## src/rtl/pmr_pkg.sv

```systemverilog
// Purpose: Shared constants and types for the power monitor result registers.
// Assumes: 100 MHz clock; register pointer values as printed offsets.
// Notes: Conversion times are in microseconds; cycle counts derive from them.
package pmr_pkg;
   localparam int CLK_MHZ = 100;
   localparam logic [7:0] OFS_CONFIG = 8'h00;
   localparam logic [7:0] OFS_ADC_CONFIG = 8'h01;
   localparam logic [7:0] OFS_DIAG = 8'h0B;
   localparam logic [7:0] OFS_BUS_VOLTAGE = 8'h05;
   localparam logic [7:0] OFS_DIE_TEMP = 8'h06;
   localparam logic [7:0] OFS_CURRENT = 8'h07;
   localparam logic [7:0] OFS_POWER = 8'h08;
   localparam logic [7:0] OFS_ENERGY = 8'h09;
   localparam logic [7:0] OFS_CHARGE = 8'h0A;
   localparam int CFG_ACC_CLEAR_BIT = 14;
   localparam int ADC_CT_LSB = 3;
   localparam int ADC_AVG_LSB = 0;
   localparam int DIAG_CHARGE_OF_BIT = 0;
   localparam logic [2:0] CT_RESET = 3'h0;
   localparam logic [2:0] AVG_RESET = 3'h0;
   localparam logic [15:0] BUS_VOLT_MAX_CODE = 16'h7FFF;
   localparam int CT_US [8] = '{50, 84, 150, 280, 540, 1052, 2074, 4120};
   localparam int AVG_N [8] = '{1, 4, 16, 64, 128, 256, 512, 1024};
   localparam logic [39:0] ACC_RESET = 40'h00_0000_0000;

   // Raw measurement sample from the converter front end.
   typedef struct packed {
      logic [15:0] current;
      logic [15:0] bus_voltage;
      logic [11:0] die_temp;
   } pmr_sample_t;

   // Host-side register port access.
   typedef struct packed {
      logic wr;
      logic [7:0] ptr;
      logic [15:0] wdata;
   } pmr_req_t;
endpackage

```

## src/rtl/pmr_result_regs.sv

```systemverilog
// Purpose: Result registers, averaging and energy and charge accumulators.
// Assumes: Register port from the serial front end; samples from the converter.
// Notes: Summary of operation follows.
// Summary of operation
// - Current result at 0x07: 16-bit two's complement, 1.2 mA per code.
// - Bus voltage at 0x05: 16-bit signed, never negative, 3.125 mV per code.
// - Bus voltage code range spans 102.4 V though measurement stops at 85 V.
// - Die temperature at 0x06: 12-bit signed, 125 milli-degree per code.
// - All signed results use two's complement.
// - Power at 0x08: 24-bit unsigned, 240 microwatt per code, host readable.
// - Energy at 0x09: 40-bit unsigned, wraps on overflow, keeping the low 40 bits of the sum.
// - Accumulator clear bit zeroes the energy accumulator at any time.
// - Charge at 0x0A: 40-bit unsigned, overflow sets the charge overflow flag.
// - Eight conversion times from 50 to 4120 microseconds are selectable.
// - Averaging counts including 1, 4 and 16 are selectable.
// - Output period equals conversion time times averaging count.
// - Multi-byte registers go out most significant byte first.
`timescale 1ns/100ps
module pmr_result_regs (
   input wire logic CLOCK,
   input wire logic RST_N,
   input wire pmr_pkg::pmr_sample_t SAMPLE,
   input wire pmr_pkg::pmr_req_t REQ,
   input wire logic REQ_VALID,
   input wire logic BYTE_NEXT,
   output logic [7:0] RD_BYTE,
   output logic [2:0] RD_LEN,
   output logic CONV_TICK,
   output logic OUT_TICK
);
   ////////////////////////////////////////////////////////////////////////
   // Declarations.
   logic [2:0] ct_ff;
   logic [2:0] avg_ff;
   logic charge_of_ff;
   logic [26:0] cur_sum_ff;
   logic [26:0] vb_sum_ff;
   logic [22:0] tmp_sum_ff;
   logic [15:0] cur_res_ff;
   logic [15:0] vb_res_ff;
   logic [11:0] tmp_res_ff;
   logic [23:0] pwr_res_ff;
   logic [39:0] energy_ff;
   logic [39:0] charge_ff;
   logic [39:0] shreg_ff;
   logic [2:0] len_ff;
   logic [7:0] rd_byte_ff;
   wire conv_tick;
   wire out_tick;
   wire wr_hit;
   wire rd_hit;
   wire acc_clear;
   wire [3:0] shift_amt;
   wire [15:0] cur_avg;
   wire [15:0] vb_avg;
   wire [11:0] tmp_avg;
   wire [26:0] cur_acc;
   wire [26:0] vb_acc;
   wire [22:0] tmp_acc;
   wire [15:0] cur_mag;
   wire [31:0] pwr_prod;
   wire [40:0] energy_sum;
   wire [40:0] charge_sum;
   wire [39:0] rd_word;
   wire [2:0] rd_len;

   // Log2 of the averaging count for a selection.
   function automatic logic [3:0] avg_shift(input logic [2:0] sel);
      case (sel)
         3'h0: avg_shift = 4'h0;
         3'h1: avg_shift = 4'h2;
         3'h2: avg_shift = 4'h4;
         3'h3: avg_shift = 4'h6;
         3'h4: avg_shift = 4'h7;
         3'h5: avg_shift = 4'h8;
         3'h6: avg_shift = 4'h9;
         default: avg_shift = 4'hA;
      endcase
   endfunction

   ////////////////////////////////////////////////////////////////////////
   // Conversion and output sample timing.
   pmr_rate_gen u_rate (
      .clk(CLOCK),
      .rst_n(RST_N),
      .ct_sel(ct_ff),
      .avg_sel(avg_ff),
      .conv_tick(conv_tick),
      .out_tick(out_tick)
   );
   assign CONV_TICK = conv_tick;
   assign OUT_TICK = out_tick;

   ////////////////////////////////////////////////////////////////////////
   // Register port decode.
   assign wr_hit = REQ_VALID & REQ.wr;
   assign rd_hit = REQ_VALID & ~REQ.wr;
   assign acc_clear = wr_hit & (REQ.ptr == pmr_pkg::OFS_CONFIG)
                      & REQ.wdata[pmr_pkg::CFG_ACC_CLEAR_BIT];

   // Configuration storage; the clear bit is self-clearing and not stored.
   always_ff @(posedge CLOCK) begin
      if (!RST_N) begin
         ct_ff <= pmr_pkg::CT_RESET;
         avg_ff <= pmr_pkg::AVG_RESET;
      end else if (wr_hit && REQ.ptr == pmr_pkg::OFS_ADC_CONFIG) begin
         ct_ff <= REQ.wdata[pmr_pkg::ADC_CT_LSB +: 3];
         avg_ff <= REQ.wdata[pmr_pkg::ADC_AVG_LSB +: 3];
      end
   end

   ////////////////////////////////////////////////////////////////////////
   // Averaging of signed samples with arithmetic shift by log2 of the count.
   // The sample of the closing conversion is part of the window it closes.
   assign shift_amt = avg_shift(avg_ff);
   assign cur_acc = cur_sum_ff + 27'($signed(SAMPLE.current));
   assign vb_acc = vb_sum_ff + 27'($signed(SAMPLE.bus_voltage));
   assign tmp_acc = tmp_sum_ff + 23'($signed(SAMPLE.die_temp));
   assign cur_avg = 16'($signed(cur_acc) >>> shift_amt);
   assign vb_avg = 16'($signed(vb_acc) >>> shift_amt);
   assign tmp_avg = 12'($signed(tmp_acc) >>> shift_amt);

   // Sum samples each conversion and restart on every output sample.
   always_ff @(posedge CLOCK) begin
      if (!RST_N) begin
         cur_sum_ff <= 27'h0000000;
         vb_sum_ff <= 27'h0000000;
         tmp_sum_ff <= 23'h000000;
      end else if (out_tick) begin
         cur_sum_ff <= 27'h0000000;
         vb_sum_ff <= 27'h0000000;
         tmp_sum_ff <= 23'h000000;
      end else if (conv_tick) begin
         cur_sum_ff <= cur_acc;
         vb_sum_ff <= vb_acc;
         tmp_sum_ff <= tmp_acc;
      end
   end

   ////////////////////////////////////////////////////////////////////////
   // Power is the magnitude of current times bus voltage; one power code is 64 products.
   assign cur_mag = cur_res_ff[15] ? 16'(-cur_res_ff) : cur_res_ff;
   assign pwr_prod = 32'(cur_mag) * 32'(vb_res_ff);

   // Publish current, voltage and temperature once per averaged output sample; power follows one cycle later.
   always_ff @(posedge CLOCK) begin
      if (!RST_N) begin
         cur_res_ff <= 16'h0000;
         vb_res_ff <= 16'h0000;
         tmp_res_ff <= 12'h000;
         pwr_res_ff <= 24'h000000;
      end else begin
         if (out_tick) begin
            cur_res_ff <= cur_avg;
            vb_res_ff <= vb_avg[15] ? 16'h0000 : vb_avg;
            tmp_res_ff <= tmp_avg;
         end
         pwr_res_ff <= pwr_prod[29:6];
      end
   end

   ////////////////////////////////////////////////////////////////////////
   // Energy wraps and charge flags overflow; clear wins over accumulation.
   assign energy_sum = {1'b0, energy_ff} + {17'h00000, pwr_res_ff};
   assign charge_sum = {1'b0, charge_ff} + {25'h0000000, cur_mag};

   // An overflow that falls in the clearing cycle still sets the flag.

   always_ff @(posedge CLOCK) begin
      if (!RST_N) begin
         energy_ff <= pmr_pkg::ACC_RESET;
         charge_ff <= pmr_pkg::ACC_RESET;
         charge_of_ff <= 1'b0;
      end else if (acc_clear) begin
         energy_ff <= pmr_pkg::ACC_RESET;
         charge_ff <= pmr_pkg::ACC_RESET;
         charge_of_ff <= out_tick & charge_sum[40];
      end else if (out_tick) begin
         energy_ff <= energy_sum[39:0];
         charge_ff <= charge_sum[39:0];
         charge_of_ff <= charge_of_ff | charge_sum[40];
      end
   end

   ////////////////////////////////////////////////////////////////////////
   // Read selection, left-aligned so the top byte leaves first.
   assign rd_word = (REQ.ptr == pmr_pkg::OFS_BUS_VOLTAGE) ? {vb_res_ff, 24'h000000} :
                    (REQ.ptr == pmr_pkg::OFS_DIE_TEMP) ? {tmp_res_ff, 4'h0, 24'h000000} :
                    (REQ.ptr == pmr_pkg::OFS_CURRENT) ? {cur_res_ff, 24'h000000} :
                    (REQ.ptr == pmr_pkg::OFS_POWER) ? {pwr_res_ff, 16'h0000} :
                    (REQ.ptr == pmr_pkg::OFS_ENERGY) ? energy_ff :
                    (REQ.ptr == pmr_pkg::OFS_CHARGE) ? charge_ff :
                    (REQ.ptr == pmr_pkg::OFS_ADC_CONFIG) ?
                       {10'h000, ct_ff, avg_ff, 24'h000000} :
                    (REQ.ptr == pmr_pkg::OFS_DIAG) ?
                       {15'h0000, charge_of_ff, 24'h000000} : 40'h00_0000_0000;
   assign rd_len = (REQ.ptr == pmr_pkg::OFS_POWER) ? 3'h3 :
                   (REQ.ptr == pmr_pkg::OFS_ENERGY || REQ.ptr == pmr_pkg::OFS_CHARGE) ?
                   3'h5 : 3'h2;

   // Snapshot on read, then shift out most significant byte first.
   always_ff @(posedge CLOCK) begin
      if (!RST_N) begin
         shreg_ff <= 40'h00_0000_0000;
         len_ff <= 3'h0;
         rd_byte_ff <= 8'h00;
      end else if (rd_hit) begin
         shreg_ff <= {rd_word[31:0], 8'h00};
         len_ff <= rd_len;
         rd_byte_ff <= rd_word[39:32];
      end else if (BYTE_NEXT && len_ff != 3'h0) begin
         shreg_ff <= {shreg_ff[31:0], 8'h00};
         len_ff <= len_ff - 3'h1;
         rd_byte_ff <= shreg_ff[39:32];
      end
   end
   assign RD_BYTE = rd_byte_ff;
   assign RD_LEN = len_ff;
endmodule

```

## src/rtl/pmr_rate_gen.sv

```systemverilog
// Purpose: Conversion-time and averaging tick generator.
// Assumes: One clock; selection fields stable or changed at any time.
// Notes: conv_tick marks each conversion, out_tick each averaged output.
`timescale 1ns/100ps
module pmr_rate_gen (
   input wire logic clk,
   input wire logic rst_n,
   input wire logic [2:0] ct_sel,
   input wire logic [2:0] avg_sel,
   output logic conv_tick,
   output logic out_tick
);
   logic [18:0] cyc_ff;
   logic [10:0] avg_ff;
   wire [18:0] cyc_last;
   wire [10:0] avg_last;
   wire conv_end;
   wire avg_end;

   // Last cycle index of a conversion and last conversion index of an output sample, for the selections.
   assign cyc_last = 19'(pmr_pkg::CT_US[ct_sel] * pmr_pkg::CLK_MHZ - 1);
   assign avg_last = 11'(pmr_pkg::AVG_N[avg_sel] - 1);
   assign conv_end = (cyc_ff >= cyc_last);
   assign avg_end = (avg_ff >= avg_last);
   assign conv_tick = conv_end;
   assign out_tick = conv_end & avg_end;

   // Count cycles per conversion and conversions per output sample.
   always_ff @(posedge clk) begin
      if (!rst_n) begin
         cyc_ff <= 19'h00000;
         avg_ff <= 11'h000;
      end else if (conv_end) begin
         cyc_ff <= 19'h00000;
         avg_ff <= avg_end ? 11'h000 : avg_ff + 11'h001;
      end else begin
         cyc_ff <= cyc_ff + 19'h00001;
      end
   end
endmodule

```

## config.mk

```make
export PLATFORM = sky130hd
export DESIGN_NAME = pmr_result_regs
export DESIGN_NICKNAME = d
export VERILOG_FILES = /design/src/rtl/pmr_pkg.sv /design/src/rtl/pmr_result_regs.sv /design/src/rtl/pmr_rate_gen.sv
export SDC_FILE = /design/constraint.sdc
export NUM_CORES = 2
export LEC_CHECK = 0
export ABC_CLOCK_PERIOD_IN_PS = 8850
export BUFFER_PORTS_ARGS = -buffer_cell sky130_fd_sc_hd__buf_2
export CAP_MARGIN = 40
export CELL_PAD_IN_SITES_DETAIL_PLACEMENT = 0
export CELL_PAD_IN_SITES_GLOBAL_PLACEMENT = 1
export CORE_MARGIN = 4
export CORE_UTILIZATION = 40
export DETAILED_ROUTE_END_ITERATION = 12
export HOLD_SLACK_MARGIN = 0.06
export PLACE_DENSITY = 0.79
export SLEW_MARGIN = 40
export SYNTH_ARGS = -nofsm -noshare
export SYNTH_HDL_FRONTEND = slang
export SYNTH_SLANG_ARGS = --single-unit
```

## constraint.sdc

```tcl
create_clock -name CLOCK -period 8.85 [get_ports CLOCK]
set_input_delay 0.4425 -clock CLOCK [delete_from_list [all_inputs] [get_ports CLOCK]]
set_output_delay 0.4425 -clock CLOCK [all_outputs]
set_load 0.1 [all_outputs]
```

* After elaboration in Yosys (flattened, before gate mapping)
Memories as Yosys holds them, arrays and structs flattened. Index checks and enable logic that the tools add are counted.
Word-level totals: register bits 305, memory bits (read-only) 512, output and inout bits 13, word-level logic and storage cells 101, memories 2
Cells by class: add/sub/neg operators 11, $mul 2, $lt $le $gt $ge 4, eq/ne operators 14, shift operators 3, mux-type cells 26, bitwise logic cells 11, reduce and logical (&&, ||, !) cells 11
Memories:
- (no name shown) | words 8, bits a word 32, rd ports 1, clocked after Yosys merged registers in 0, write ports 0, RTL line pmr_rate_gen.sv:22 | assign avg_last = 11'(pmr_pkg::AVG_N[avg_sel] - 1);
- (no name shown) | words 8, bits a word 32, rd ports 1, clocked after Yosys merged registers in 0, write ports 0, RTL line pmr_rate_gen.sv:21 | assign cyc_last = 19'(pmr_pkg::CT_US[ct_sel] * pmr_pkg::CLK_MHZ - 1);
Operators with widths (number):
- two-way mux 40 bit | 8
- two-way mux 32 bit | 2
- adder 27 bit | 2
- >>> shifter 27 x 4 -> 16 bit | 2
- adder 40 x 16 -> 41 bit | 1
- adder 40 x 24 -> 40 bit | 1
- two-way mux 11 bit | 3
- == test 8 x 4 -> 1 bit (second input constant) | 4
- multiplier 32 x 6 -> 17 bit (second input constant) | 1
- multiplier 16 x 16 -> 30 bit | 1
- two-way mux 30 bit | 1
- case mux 4 bit (7 select lines) | 1
- two-way mux 25 bit | 1
- == test 8 x 3 -> 1 bit (second input constant) | 3
- adder 23 bit | 1
- >>> shifter 23 x 4 -> 12 bit | 1
- adder 19 x 1 -> 19 bit (second input constant) | 1
- greater-or-equal comparator 19 bit | 1
- subtractor 19 x 2 -> 19 bit (second input constant) | 1
- two-way mux 16 bit | 1
- two-way mux 8 bit | 2
- negator 16 bit | 1
- two-way mux 15 bit | 1
- two-way mux 3 bit | 4
- other kinds (21) | 37

* Depth between registers and ports, before layout
depth after elaboration 10, depth in mapped cells 32, mapped depth without buffers 31

* Cells and area by module
From an unflattened synthesis, not the netlist that was laid out.
Second synthesis, totals: cell total of the unflattened synthesis 3724, area total of the unflattened synthesis 30065.1 sq um
By module, submodules not included:
- pmr_result_regs | times used 1, cells an instance 3345, area an instance 26741.9 sq um, sequential area each 5425.2 sq um
- pmr_rate_gen | times used 1, cells an instance 379, area an instance 3323.2 sq um, sequential area each 600.6 sq um

* Worst setup path before layout
Ideal clock, no wire load.
path type reg-to-reg, start point reg cur_res_ff[0], end point reg pwr_res_ff[22], arrival time 7601 ps, required time 8778 ps, setup slack 1177 ps, stages on the path, launching flop included 26, buffers on the path 1, clock period less this slack 7673 ps, path through dfxtp_1 > or3_1 > or3b_2 > or3b_2 > nor4b_1 > clkbuf_1 > and2_1 > fa_1 > ha_1 > fa_1 > fa_1 > fa_1 > inv_1 > fa_1 > inv_1 > ha_1 > a21o_1 > a21o_1 > a21o_1 > a21o_1 > a21o_1 > a21o_1 > a21o_1 > or2_2 > a21oi_1 > mux2i_1
On the way: word-level cells in the longest chain between the ends 3
Ends and longest elaborated chain:
- start, declared | RTL line pmr_result_regs.sv:39 | logic [15:0] cur_res_ff;
- start signal, assigned | RTL line pmr_result_regs.sv:154 | cur_res_ff <= cur_avg;
- negator 16 bit | RTL line pmr_result_regs.sv:142 | assign cur_mag = cur_res_ff[15] ? 16'(-cur_res_ff) : cur_res_ff;
- two-way mux 16 bit (*) | RTL line pmr_result_regs.sv:142
- multiplier 16 x 16 -> 30 bit (*) | RTL line pmr_result_regs.sv:143 | assign pwr_prod = 32'(cur_mag) * 32'(vb_res_ff);
- end signal, assigned | RTL line pmr_result_regs.sv:158 | pwr_res_ff <= pwr_prod[29:6];
- end, declared | RTL line pmr_result_regs.sv:42 | logic [23:0] pwr_res_ff;
Every way passes the cells marked *; elsewhere a longest branch is shown, timed or not. A chain may end at the register's enable or synchronous reset.

* Final worst setup path
start point reg cur_res_ff[1], end point reg pwr_res_ff[22]
The elaborated chain is that of the path after synthesis.

==> metrics.log <==
INFO  metric outcome = complete, no violations
INFO  metric cpMaxStageDelayCell = fa_1
INFO  metric synth_top_area_share = between 20% and 30%
INFO  metric layout.cells.most_common = nand2_1
INFO  metric critical_path.reg2reg.startpoint = cur_res_ff[1]
INFO  metric cts_hold_buf = 0
INFO  metric cts.clk_slew.worst_paths = roughly 0.060 ns
INFO  metric coreArea = between 70000 and 80000 µm²
INFO  metric reg2reg_slack = between 0.8 and 0.9 ns
INFO  metric maxCapViolations = 0
INFO  metric post_drt_via_cell_ratio = 5.68
INFO  metric synth.yosys.seq_area_share = between 20 and 25%
INFO  metric power.density_cell_area = 107 nW/µm²
INFO  metric grtUsageTotal = 23.3%
INFO  metric holdPathStages = 3
INFO  metric yosysWarnings = 0
INFO  metric cts_max_level = 2
INFO  metric ys_types = 82
INFO  metric routedWlPerCell = 19.5 µm
INFO  metric crit_fanout = 9
INFO  metric worst-endpoint-required = 9.34 ns
INFO  metric class_of_the_most_critical_setup_path = reg2reg
INFO  metric dr_total_vias = 27202
INFO  metric pwr-share-clk = 51.5%
INFO  metric post_cts.repair.setup_buffers = 0
INFO  metric cts_repair_resize_count = 0
INFO  metric place_hpwl = 68400 µm
INFO  metric clk-insertion-delay-late = 0.62 ns
INFO  metric worstHoldPathType = in2reg
INFO  metric crit_family = adder cells
INFO  metric max_freq = roughly 130 MHz
INFO  metric final_total_power = ~3.5 mW
INFO  metric cp_data_arrival_time = 8.48 ns
INFO  metric buffer_ports.inserted = 76
INFO  metric start_util = 40.6%
INFO  metric leakagePower = 14.9 nW
INFO  metric timing_worst_slew_pin_value = 0.909 ns
INFO  metric vias_in_the_first_global_route = 26469
INFO  metric dieWidth = 281 µm
INFO  metric final_cell_mix = nand2_1, a21oi_1, dfxtp_1, inv_1, nor2_1
INFO  metric synth_enable_flop_cells = 0
INFO  metric power.share.switching = 26.5%
INFO  metric fin_tns_setup = 0 ns
INFO  metric tritoncts_num_sinks = 301
INFO  metric dieArea = between 70000 and 80000 µm²
INFO  metric drt_iter0_markers = 2242
INFO  metric routed_wirelength = 93400 µm
INFO  metric max-slew-margin-rel = about 39%
INFO  metric count_of_antenna_violating_nets_left_after_detailed_routing = 0
INFO  metric die_h = 281 µm
INFO  metric route.detailed.drc = 0
INFO  metric synth_seq_cells = 301
INFO  metric worstSetupEndpointType = flop
INFO  metric synth.avg_cell_area = 7.82 µm²
INFO  metric fin_skew = 0.0676 ns
INFO  metric overflow = 0
INFO  metric ir_drop = around 0.12 mV
INFO  metric synth_area = around 30000 µm²
INFO  metric num_rows = 99
INFO  metric period_needed = around 8 ns
INFO  metric synth.largest_area_cell = dfxtp_1
INFO  metric cts_root_buffer = clkbuf_16
INFO  metric regToRegEndpoint = pwr_res_ff[22]
INFO  metric layout-drive-gt1-share = 7.43%
INFO  metric cts_max_path_buffers = 3
INFO  metric drt_pass1_iterations = 6
INFO  metric timing.final.setup_violations = 0
INFO  metric syn_nets = 4355
INFO  metric cellInternalPower = 2.57 mW
INFO  metric async_flop_share = 0%
INFO  metric final_util = between 40% and 50%
INFO  metric buf_inv_on_cp = 4
INFO  metric cp-start-kind = flop
INFO  metric worstHoldEndpoint = avg_ff[0]
INFO  metric comb_power_share = a little under 9%
INFO  metric grt_setup_unrepaired = no
INFO  metric io_pins = 86
INFO  metric synthFlopType = dfxtp_1
INFO  metric gp_congestion = 0.922
INFO  metric timing.critical_path.slowest_cell_delay = 0.53 ns
INFO  metric cts_made_buffers = between 40 and 50
INFO  metric grt_start_max_net_pins = 68
INFO  metric p_sw = 0.928 mW
INFO  metric seq_power_share = 39.6%
INFO  metric tritoncts = done
INFO  metric synthToLayoutAreaGrowth = 9.53%
INFO  metric antenna_found_initial = 6
INFO  metric synth.area.top_cells = dfxtp_1, fa_1, ha_1, nand2_1, a21oi_1
INFO  metric grt_pass1_wl = 148000 µm
INFO  metric period_share = 90.3%
INFO  metric finalNetCount = 4330
INFO  metric synthesis.instances = 3815
INFO  metric timing.final.hold_violations = 0
INFO  metric hold_path_startpoint = REQ[0]
INFO  metric r2r_cells = 27
INFO  metric final-max-slew-violation-count = 0
INFO  metric cpMostUsedCell = a21o_1
-- worst min-delay path, cell delays in order --
cell and delay, ns:
buf_2 0.07, mux2i_1 0.05, nor2b_1 0.10
-- cell families after synthesis --
family,after synthesis,share of synthesized area (%)
simple gates,1342,20.9
compound gates,948,20.4
buf+inv,499,6.33
fa+ha+maj,467,24.3
flops,301,20.2
xor+xnor,200,5.89
mux,56,2.04
other cells,2,0.0252
-- sequential cells by signal, summed over array words and instances (netlist names) --
name,cells
ct_ff,3
cur_sum_ff,26
avg_ff,3
RD_BYTE,8
u_rate.avg_ff,11
pwr_res_ff,24
shreg_ff,32
charge_ff,40
tmp_sum_ff,22
energy_ff,40
vb_sum_ff,26
u_rate.cyc_ff,19
charge_of_ff,1
tmp_res_ff,12
vb_res_ff,15
cur_res_ff,16
RD_LEN,3
-- stage by stage --
step / std cells / hold slack [ns] / setup slack (ns) / instance area (µm²)
final: 4785 / 0.135 / 0.858 / 32700
after global routing: 4783 / 0.149 / 0.472 / 32700
after CTS: 4782 / 0.123 / 0.830 / 32700
after detailed placement: 4706 / 0.450 / 0.914 / 31200
after global placement: 4705 / 0.442 / 0.892 / 31100
after floorplan: 3815 / 0.420 / 1.18 / 29800
-- metal layers --
layer,vias to the layer above,track usage [%],part of all wire (%)
met1,12939,31.3,44
met2,953,38.2,46
met4,0,8.82,3.8
met3,206,3.23,6.5
met5,-,0,0
li1,13104,-,-
-- synthesized netlist by cell type, types with 19 or more instances --
master    instances
nor3_1           58
o211ai_1         21
o21a_1           31
mux2i_1          44
nand2_1         534
and3_1           48
a22oi_1          19
xnor2_1         124
nor2b_1          46
a211oi_1         44
buf_1            20
nand3_1          87
a21oi_1         325
o22ai_1          28
ha_1            281
o31ai_1          19
o21ai_0         164
nor2_1          285
or3_1            27
dfxtp_1         301
clkbuf_1        180
nand2b_1         31
fa_1            186
a221oi_1         24
inv_1           292
a21o_1           93
a31oi_1          29
nand4_1          24
xor2_1           75
and2_1          146
-- how the worst max path moves through the flow --
stage / from / depth (start not counted) / endpoint / slack [ns]
2_1_floorplan: cur_res_ff[0] / 25 / pwr_res_ff[22] / 1.18
3_3_place_gp: cur_res_ff[1] / 27 / pwr_res_ff[22] / 0.89
3_5_place_dp: cur_res_ff[1] / 27 / pwr_res_ff[22] / 0.91
4_1_cts: cur_res_ff[1] / 27 / pwr_res_ff[22] / 0.83
5_1_grt: ct_ff[0] / 26 / OUT_TICK / 0.47
6_report: cur_res_ff[1] / 27 / pwr_res_ff[22] / 0.86
-- power by group through the flow --
stage / Clock (mW) / Combinational [mW] / Sequential, mW
CTS: 1.83 / 0.306 / 1.38
global route: 1.87 / 0.337 / 1.39
floorplan: 0 / 0.181 / 1.44
global placement: 0 / 0.304 / 1.41
detailed placement: 0 / 0.305 / 1.41
finish: 1.80 / 0.311 / 1.38
-- area by class of cell --
| type | count | area, µm² |
|---|---|---|
| fillers | 7397 | 40800 |
| multi-input cells | 3015 | 22000 |
| flip-flops and latches | 301 | 6040 |
| clock buffers | 58 | 1210 |
| well taps | 959 | 1200 |
| inverters | 295 | 1110 |
| repair buffers | 136 | 845 |
| clock inverters | 18 | 245 |
| diodes | 3 | 7.51 |
Note: power is estimated with default switching activity, not from simulation.
